**src/common/sim_pkg.sv**
```systemverilog
package sim_pkg;

  // ==========================================================
  // timing
  localparam int CLK_PERIOD_NS = 5;
  localparam int TICK_TIME_US = 1000;
  localparam int TICK_CYCLES = (TICK_TIME_US * 1000) / CLK_PERIOD_NS;

  // ==========================================================
  // register map, byte addresses
  localparam logic [7:0] ADDR_CTRL = 8'h00;
  localparam logic [7:0] ADDR_LIMIT = 8'h04;
  localparam logic [7:0] ADDR_STATE = 8'h08;
  localparam logic [7:0] ADDR_IRQ_STAT = 8'h0C;
  localparam logic [7:0] ADDR_IRQ_EN = 8'h10;
  localparam logic [7:0] ADDR_IRQ_CLR = 8'h14;

  // ==========================================================
  // control field positions and reset values
  localparam int CTRL_DEP_ARR_BIT = 0;
  localparam int CTRL_IND_ARR_BIT = 1;
  localparam int CTRL_POS_LSB = 4;
  localparam int CTRL_POS_MSB = 7;
  localparam logic [3:0] POS_MIN = 4'h2;
  localparam logic [3:0] POS_MAX = 4'h8;
  localparam logic [3:0] POS_RESET = 4'h8;
  localparam logic [15:0] LIMIT_RESET = 16'h03E8;
  localparam int IRQ_W = 5;
  localparam int STATE_W = 13;

  // ==========================================================
  // types
  typedef enum logic [1:0] {
    SIM_SYNC = 2'b00,
    SIM_WAIT = 2'b01,
    SIM_FAIL = 2'b11
  } sim_dep_state_t;

  typedef struct packed {
    logic [7:0] addr;
    logic [31:0] wdata;
    logic wr;
    logic rd;
  } sim_bus_t;

  typedef struct packed {
    logic module_err;
    logic [3:0] sel_pos;
    logic sel_err;
    logic ind_err;
    logic ind_active;
    logic dep_err;
    logic dep_active;
    logic static_active;
    logic single_err;
    logic single_active;
  } sim_out_t;

endpackage

```
**src/sim_monitor.sv**
```systemverilog
// The plain strobed port and the register offsets were left to the implementer.
`timescale 1ns/10ps
module sim_monitor #(
  parameter int TICK_CYCLES = sim_pkg::TICK_CYCLES,
  parameter int LIMIT_W = 16
) (
  input wire logic i_clk, // 200 MHz clock
  input wire logic i_resetn, // sync reset, active low
  input wire sim_pkg::sim_bus_t i_bus, // register request
  output logic [31:0] o_rdata, // read data, cycle after strobe
  output logic o_irq, // level interrupt
  input wire logic i_single_contact, // single contact closed
  input wire logic i_single_fault, // single contact wiring fault
  input wire logic i_static_sig, // static signal at supply level
  input wire logic [1:0] i_dep_contact, // dependent pair, closed
  input wire logic [1:0] i_dep_fault, // dependent pair faults
  input wire logic [1:0] i_ind_contact, // independent pair, closed
  input wire logic [1:0] i_ind_fault, // independent pair faults
  input wire logic [7:0] i_sel_in, // selector positions
  input wire logic i_sel_fault, // selector wiring fault
  output sim_pkg::sim_out_t o_out // monitor results
);

  // ==========================================================
  // functions
  // count of set bits
  function automatic logic [3:0] sim_ones(input logic [7:0] v);
    logic [3:0] n;
    n = 4'h0;
    for (int k = 0; k < 8; k++) begin
      n = n + {3'h0, v[k]};
    end
    return n;
  endfunction

  // position number of the highest set bit, 1 based
  function automatic logic [3:0] sim_pos(input logic [7:0] v);
    logic [3:0] p;
    p = 4'h0;
    for (int k = 0; k < 8; k++) begin
      if (v[k]) begin
        p = 4'(k + 1);
      end
    end
    return p;
  endfunction

  // normalise a pair: 1 means the contact is in its safe state
  function automatic logic [1:0] sim_norm(input logic [1:0] c, input logic arr);
    return {c[1], c[0] ^ arr};
  endfunction

  // ==========================================================
  // registers
  logic dep_arr_q;
  logic ind_arr_q;
  logic [3:0] pos_cnt_q;
  logic [LIMIT_W-1:0] limit_q;
  logic [sim_pkg::IRQ_W-1:0] irq_stat_q;
  logic [sim_pkg::IRQ_W-1:0] irq_en_q;
  logic [sim_pkg::IRQ_W-1:0] err_prev_q;
  logic [31:0] rdata_q;
  logic module_err_q;
  logic [$clog2(TICK_CYCLES+1)-1:0] presc_q;
  logic [LIMIT_W-1:0] gap_q;
  sim_pkg::sim_dep_state_t dep_state_q;
  sim_pkg::sim_dep_state_t dep_state_d;
  sim_pkg::sim_out_t out_q;
  sim_pkg::sim_out_t out_d;

  // ==========================================================
  // bus decode
  wire wr_ctrl = i_bus.wr && (i_bus.addr == sim_pkg::ADDR_CTRL);
  wire wr_limit = i_bus.wr && (i_bus.addr == sim_pkg::ADDR_LIMIT);
  wire wr_en = i_bus.wr && (i_bus.addr == sim_pkg::ADDR_IRQ_EN);
  wire wr_clr = i_bus.wr && (i_bus.addr == sim_pkg::ADDR_IRQ_CLR);
  wire [3:0] pos_wr = i_bus.wdata[sim_pkg::CTRL_POS_MSB:sim_pkg::CTRL_POS_LSB];
  // clamp the requested position count
  wire [3:0] pos_clamped = (pos_wr < sim_pkg::POS_MIN) ? sim_pkg::POS_MIN :
                           (pos_wr > sim_pkg::POS_MAX) ? sim_pkg::POS_MAX : pos_wr;

  // ==========================================================
  // prescaler tick for simultaneity timing
  wire tick = (presc_q == ($bits(presc_q))'(TICK_CYCLES - 1));

  // ==========================================================
  // input evaluation
  wire [1:0] dep_norm = sim_norm(i_dep_contact, dep_arr_q);
  wire [1:0] ind_norm = sim_norm(i_ind_contact, ind_arr_q);
  wire dep_split = dep_norm[0] ^ dep_norm[1];
  wire gap_over = (gap_q >= limit_q);
  // only the configured number of selector inputs count
  wire [7:0] sel_mask = 8'((9'h001 << pos_cnt_q) - 9'h001);
  wire [7:0] sel_live = i_sel_in & sel_mask;
  wire sel_ok = (sim_ones(sel_live) == 4'h1) && !i_sel_fault;
  wire single_err = i_single_fault;
  wire dep_err = (|i_dep_fault) || (dep_state_d == sim_pkg::SIM_FAIL);
  wire ind_err = |i_ind_fault;
  wire sel_err = !sel_ok;
  wire any_err = single_err | dep_err | ind_err | sel_err;
  wire err_now = module_err_q | any_err;
  wire [sim_pkg::IRQ_W-1:0] err_vec = {err_now, sel_err, ind_err, dep_err, single_err};
  wire [sim_pkg::IRQ_W-1:0] err_rise = err_vec & ~err_prev_q;

  // ==========================================================
  // dependent pair window state
  always_comb begin
    dep_state_d = dep_state_q;
    case (dep_state_q)
      sim_pkg::SIM_SYNC: begin
        if (dep_split) begin
          dep_state_d = sim_pkg::SIM_WAIT;
        end
      end
      sim_pkg::SIM_WAIT: begin
        if (!dep_split) begin
          dep_state_d = sim_pkg::SIM_SYNC;
        end else if (gap_over) begin
          dep_state_d = sim_pkg::SIM_FAIL;
        end
      end
      sim_pkg::SIM_FAIL: begin
        if (dep_norm == 2'h0) begin
          dep_state_d = sim_pkg::SIM_SYNC;
        end
      end
      default: begin
        dep_state_d = sim_pkg::SIM_FAIL;
      end
    endcase
  end

  // ==========================================================
  // next output values, forced open in error state
  always_comb begin
    out_d = '0;
    out_d.module_err = err_now;
    out_d.single_err = single_err;
    out_d.dep_err = dep_err;
    out_d.ind_err = ind_err;
    out_d.sel_err = sel_err;
    if (!err_now) begin
      out_d.single_active = i_single_contact;
      out_d.static_active = i_static_sig;
      out_d.dep_active = (dep_norm == 2'h3) && (dep_state_d == sim_pkg::SIM_SYNC);
      out_d.ind_active = (ind_norm == 2'h3);
      out_d.sel_pos = sim_pos(sel_live);
    end
  end

  // ==========================================================
  // configuration registers
  always_ff @(posedge i_clk) begin
    if (!i_resetn) begin
      dep_arr_q <= 1'b0;
      ind_arr_q <= 1'b0;
      pos_cnt_q <= sim_pkg::POS_RESET;
      limit_q <= LIMIT_W'(sim_pkg::LIMIT_RESET);
      irq_en_q <= '0;
    end else begin
      if (wr_ctrl) begin
        dep_arr_q <= i_bus.wdata[sim_pkg::CTRL_DEP_ARR_BIT];
        ind_arr_q <= i_bus.wdata[sim_pkg::CTRL_IND_ARR_BIT];
        pos_cnt_q <= pos_clamped;
      end
      if (wr_limit) begin
        limit_q <= i_bus.wdata[LIMIT_W-1:0];
      end
      if (wr_en) begin
        irq_en_q <= i_bus.wdata[sim_pkg::IRQ_W-1:0];
      end
    end
  end

  // ==========================================================
  // interrupt status, set wins over clear
  always_ff @(posedge i_clk) begin
    if (!i_resetn) begin
      irq_stat_q <= '0;
      err_prev_q <= '0;
    end else begin
      err_prev_q <= err_vec;
      irq_stat_q <= (irq_stat_q & ~({sim_pkg::IRQ_W{wr_clr}} &
                     i_bus.wdata[sim_pkg::IRQ_W-1:0])) | err_rise;
    end
  end

  // ==========================================================
  // prescaler and gap counter
  always_ff @(posedge i_clk) begin
    if (!i_resetn) begin
      presc_q <= '0;
      gap_q <= '0;
    end else begin
      presc_q <= (tick || dep_state_q != sim_pkg::SIM_WAIT) ? '0 : presc_q + 1'b1;
      if (dep_state_q != sim_pkg::SIM_WAIT) begin
        gap_q <= '0;
      end else if (tick && !gap_over) begin
        gap_q <= gap_q + 1'b1;
      end
    end
  end

  // ==========================================================
  // state and outputs
  always_ff @(posedge i_clk) begin
    if (!i_resetn) begin
      dep_state_q <= sim_pkg::SIM_SYNC;
      module_err_q <= 1'b0;
      out_q <= '0;
    end else begin
      dep_state_q <= dep_state_d;
      module_err_q <= err_now;
      out_q <= out_d;
    end
  end

  // ==========================================================
  // read data, one cycle after the strobe
  wire [31:0] cfg_word = {24'h0, pos_cnt_q, 2'h0, ind_arr_q, dep_arr_q};
  wire [31:0] rd_mux =
    (i_bus.addr == sim_pkg::ADDR_CTRL) ? cfg_word :
    (i_bus.addr == sim_pkg::ADDR_LIMIT) ? 32'(limit_q) :
    (i_bus.addr == sim_pkg::ADDR_STATE) ? 32'(out_q) :
    (i_bus.addr == sim_pkg::ADDR_IRQ_STAT) ? 32'(irq_stat_q) :
    (i_bus.addr == sim_pkg::ADDR_IRQ_EN) ? 32'(irq_en_q) : 32'h0;

  // read register, zero outside read cycles
  always_ff @(posedge i_clk) begin
    if (!i_resetn) begin
      rdata_q <= 32'h0;
    end else begin
      rdata_q <= i_bus.rd ? rd_mux : 32'h0;
    end
  end

  assign o_rdata = rdata_q;
  assign o_irq = |(irq_stat_q & irq_en_q);
  assign o_out = out_q;
endmodule

```
**config.mk**
```make
export PLATFORM = sky130hd
export DESIGN_NAME = sim_monitor
export DESIGN_NICKNAME = d
export VERILOG_FILES = /design/src/common/sim_pkg.sv /design/src/sim_monitor.sv
export SDC_FILE = /design/constraint.sdc
export NUM_CORES = 1
export LEC_CHECK = 0
export ABC_AREA = 1
export ABC_CLOCK_PERIOD_IN_PS = 5400
export BUFFER_PORTS_ARGS = -buffer_cell sky130_fd_sc_hd__buf_2
export CAP_MARGIN = 20
export CELL_PAD_IN_SITES_DETAIL_PLACEMENT = 1
export CELL_PAD_IN_SITES_GLOBAL_PLACEMENT = 1
export CORE_MARGIN = 5
export CORE_UTILIZATION = 39
export CTS_CLUSTER_DIAMETER = 50
export DETAILED_ROUTE_END_ITERATION = 8
export GPL_TIMING_DRIVEN = 0
export PLACE_DENSITY = 0.76
export SETUP_SLACK_MARGIN = 0.4
export SYNTH_ARGS = -nofsm -noshare
export SYNTH_HDL_FRONTEND = slang
export SYNTH_SLANG_ARGS = --single-unit
export TNS_END_PERCENT = 100
```
**constraint.sdc**
```tcl
create_clock -name i_clk -period 5.4 [get_ports i_clk]
set_input_delay 0.54 -clock i_clk [delete_from_list [all_inputs] [get_ports i_clk]]
set_output_delay 0.54 -clock i_clk [all_outputs]
set_load 0.05 [all_outputs]
```
==> results.md <==
Final layout:
- The area growth from synthesis to layout is 19.6%.
- The number of diodes added for antenna fixing is 0.
- In the final layout, the share of cells above drive strength 1 is 16.4%.
- Summing all non-filler instances in the final layout gives an area of ~6000 um2.
- At the end of the flow, the number of nets in the layout was approximately 900.
- The final design utilization is ~48%.

Floorplan:
- The horizontal extent of the die is around 120 um.
- The floorplan step defined a die boundary enclosing between 15,000 and 20,000 um2.
- The starting density of the core is approximately two fifths.
- In this run the count of I/O pins placed on the die edge is 110.
- The region available for standard cell placement spans ~13,000 um2.
- The die is between 100 and 150 um tall.
- The initialized floorplan defines 41 standard-cell rows.

Critical path:
- The critical path required time is around 5700 ps.
- The startpoint class of the critical path is a flip-flop.
- The startpoint identified for the worst register-to-register timing path is pos_cnt_q[2].
- The arrival time at the worst endpoint is roughly 5000 ps.
- The worst setup path is captured at a flip-flop.
- The capture instance of the worst register-to-register path is o_out[5].
- The critical path is of the reg2reg type.
- The top fanout value on the critical path is 7.
- The register-to-register setup slack is 730 ps.
- Counting cells, the worst reg-to-reg path comes to 20.

Run status:
- The run finished with clean final reports.

Clock network:
- The clock net in this run drives a total of 97 sinks.
- Clock tree synthesis inserted a total of 9 buffers.
- The maximum root-to-sink buffer count is 2.
- The H-tree was split into 3 levels.
- Buffers inserted to repair hold after CTS numbered 0.
- The clock root buffer is sky130_fd_sc_hd__clkbuf_16.
- TritonCTS built the clock tree.
- The latest clock arrival within the worst-skew pair is approximately 350 ps.
- After clock tree synthesis, the clock-pin slew on the worst setup and hold paths is 70 ps.

Timing:
- The max-slew violation count is 0.
- In this run the tightest slew margin relative to its limit is around 62%.
- The final worst-path setup slack is approximately 730 ps.
- Setup repair after global routing left no endpoint under its margin.
- The final critical-path required period is ~4700 ps.
- Setup violations remaining at the end of the flow were counted as 0.
- For the pin with the worst max-slew slack, the measured transition is between 500 and 600 ps.
- Timing would allow up to between 200 and 250 MHz.
- The period utilization is between 80 and 90%.
- The final-layout setup total negative slack is 0 ps.
- The final hold violation count is 0.
- Across the routed clock network, the largest skew measured is 9.41 ps.

Drt:
- The post-detailed-route wirelength per cell is roughly 15 um.
- In the routed design, unresolved DRC markers number 0.
- The count of TritonRoute iterations in the first routing pass is 4.
- The detail route stage leaves a number of antenna-violating nets equal to 0.
- The detailed-route wire length is between 15,000 and 20,000 um.
- After the first detailed-routing iteration, the DRC count stood at 219.
- The routed via count divided by cell count is a little under 5.
- The number of vias in the routed layout is slightly below 5,000.

Synth:
- The post-synthesis cell type count is 38.
- The post-synthesis average cell area is slightly above 7 um2.
- The mapped netlist covers 5070 um2.
- The synthesis warning total is 0.
- The count of flip-flops with a built-in enable after synthesis is 0.
- The share of synthesized area occupied by flip-flops and latches is 38.3%.
- After synthesis, the share of flip-flops with an asynchronous set or reset is 0%.
- In the synthesized netlist the dominant register cell turns out to be sky130_fd_sc_hd__dfxtp_1.
- The cell count after synthesis came out at 698.
- The register bit total from synthesis is slightly below 100.

GRT:
- The via count of the first global-routing pass is 5,232.
- The wire length of the first global-routing pass is around 25,000 um.
- For this run, the total global-route usage over all layers was measured as roughly a fifth.
- The pin count of the biggest net entering global routing is 17.
- The initial antenna violation count is 0.
- For this run the aggregate overflow at the end of global routing stands at 0.

Power:
- The worst ir drop on vdd is roughly 0.15 mV.
- The standby leakage power is about 2.8 nW.
- The power per standard cell area is around 260 nW/um2.

Placement:
- The number of input and output port buffers inserted is between 70 and 80.
- The HPWL after detailed placement is 12,100 um.
- Timing analysis after detailed placement gives a worst setup slack of about 540 ps.
- The post-placement cell area is roughly 5700 um2.
- The routability congestion estimate from global placement is a little over 0.8.

Min path:
- The worst hold path passes through 3 cells.
- The launch instance of the worst min-delay path is i_single_contact.
- The worst-case hold path end point is o_out[0].
- The path class of the tightest hold or removal check is in2reg.

Flow run:
- The number of violations of the max-capacitance limit is 0.
==> per-layer routing <==
metal,GRT usage (%),vias to the layer above,routed length (um)
met5,0,-,0
met4,6.09,0,157
met3,3.13,12,508
met2,37.1,76,7640
met1,25.3,2335,6760
li1,-,2428,-
==> worst max-delay path, cell delays in order, from the launching register on <==
cell and delay, ps:
sky130_fd_sc_hd__dfxtp_1 330, sky130_fd_sc_hd__inv_1 180, sky130_fd_sc_hd__nand3_1 150, sky130_fd_sc_hd__ha_1 300
sky130_fd_sc_hd__inv_1 60, sky130_fd_sc_hd__nand2_1 110, sky130_fd_sc_hd__fa_1 570, sky130_fd_sc_hd__fa_1 430
sky130_fd_sc_hd__fa_1 440, sky130_fd_sc_hd__inv_1 70, sky130_fd_sc_hd__ha_1 150, sky130_fd_sc_hd__inv_1 50
sky130_fd_sc_hd__fa_1 470, sky130_fd_sc_hd__nand2_1 60, sky130_fd_sc_hd__nor3_2 230, sky130_fd_sc_hd__nand2_1 100
sky130_fd_sc_hd__nor3b_1 220, sky130_fd_sc_hd__nand4_1 190, sky130_fd_sc_hd__nor2_2 180, sky130_fd_sc_hd__nand2_2 160
sky130_fd_sc_hd__nor2_1 140
==> synth_stat cells (all sizes together), types with 7 or more instances <==
cell	number	area, um2
nor3	20	133
o21ai	49	245
nand2	127	484
inv	121	454
nand4	11	68.8
clkbuf	7	26.3
buf	21	150
ha	25	313
nor2	72	288
a211oi	7	52.6
nand3	35	180
a21oi	57	285
xor2	13	114
dfxtp	97	1940
==> logic make-up after synthesis <==
kind of cell             synth area share (%)
AND/OR/NAND/NOR                          25.0
buffers and inverters                    12.4
AO/OA/AOI/OAI                            13.6
flip-flops                               38.3
adder cells (fa/ha/maj)                  7.74
XOR/XNOR                                 2.93
other                                  0.0739
==> stage by stage <==
step                      hold WS [ps]  power (W)  cells
after detailed placement           443   0.000904    962
after global placement             429   0.000897    962
after floorplan                    417   0.000854    713
after global routing               399    0.00165    979
final                              406    0.00159    979
after CTS                          400    0.00160    978
==> worst max path at each step <==
| stage | start | endpoint | slack, ps | depth (start not counted) |
|---|---|---|---|---|
| floorplan | pos_cnt_q[3] | o_out[0] | 1280 | 20 |
| global placement | pos_cnt_q[3] | o_out[3] | 570 | 20 |
| detailed placement | pos_cnt_q[3] | o_out[5] | 540 | 20 |
| CTS | pos_cnt_q[3] | o_out[5] | 500 | 20 |
| global route | pos_cnt_q[3] | o_out[10] | 420 | 20 |
| finish | pos_cnt_q[2] | o_out[5] | 730 | 20 |
==> area by class of cell <==
class,instances,area (um2)
multi-input cells,467,2570
clock buffers,10,229
inverters,121,454
well taps,172,215
clock inverters,6,91.3
plain buffers,28,176
fillers,1668,6600
flip-flops and latches,97,1940
repair buffers,78,393
==> power breakdown <==
group	internal, W	switching, W
registers	0.000724	0.00000727
logic	0.0000523	0.000106
clock network	0.000409	0.000289
==> flip-flops by register name, indices dropped and copies added (netlist names) <==
register and flops:
dep_arr_q 1, o_rdata 16, err_prev_q 5, limit_q 16, ind_arr_q 1, irq_stat_q 5, irq_en_q 5, presc_q 18
o_out 8, dep_state_q 2, gap_q 16, pos_cnt_q 4
==> cell usage in the layout, fill, tap and decap left out, types with 13 or more instances in the layout <==
cell type / netlist / layout
sky130_fd_sc_hd__buf_2: 3 / 80
sky130_fd_sc_hd__a21oi_1: 57 / 57
sky130_fd_sc_hd__nor2_1: 69 / 67
sky130_fd_sc_hd__inv_1: 119 / 119
sky130_fd_sc_hd__conb_1: 1 / 16
sky130_fd_sc_hd__xor2_1: 13 / 13
sky130_fd_sc_hd__nand3_1: 34 / 34
sky130_fd_sc_hd__o21ai_0: 49 / 49
sky130_fd_sc_hd__nand2_1: 126 / 125
sky130_fd_sc_hd__dfxtp_1: 97 / 97
sky130_fd_sc_hd__nor3_1: 16 / 15
sky130_fd_sc_hd__buf_4: 18 / 19
sky130_fd_sc_hd__ha_1: 25 / 25
==> repair_timing <==
item                                    in CTS  in global routing
endpoints found under the setup margin       0                  8
buffers inserted                             0                  1
endpoints found under the hold margin        0                  0
resized for setup                            0                  4
Note: power is estimated with default switching activity, not from simulation.
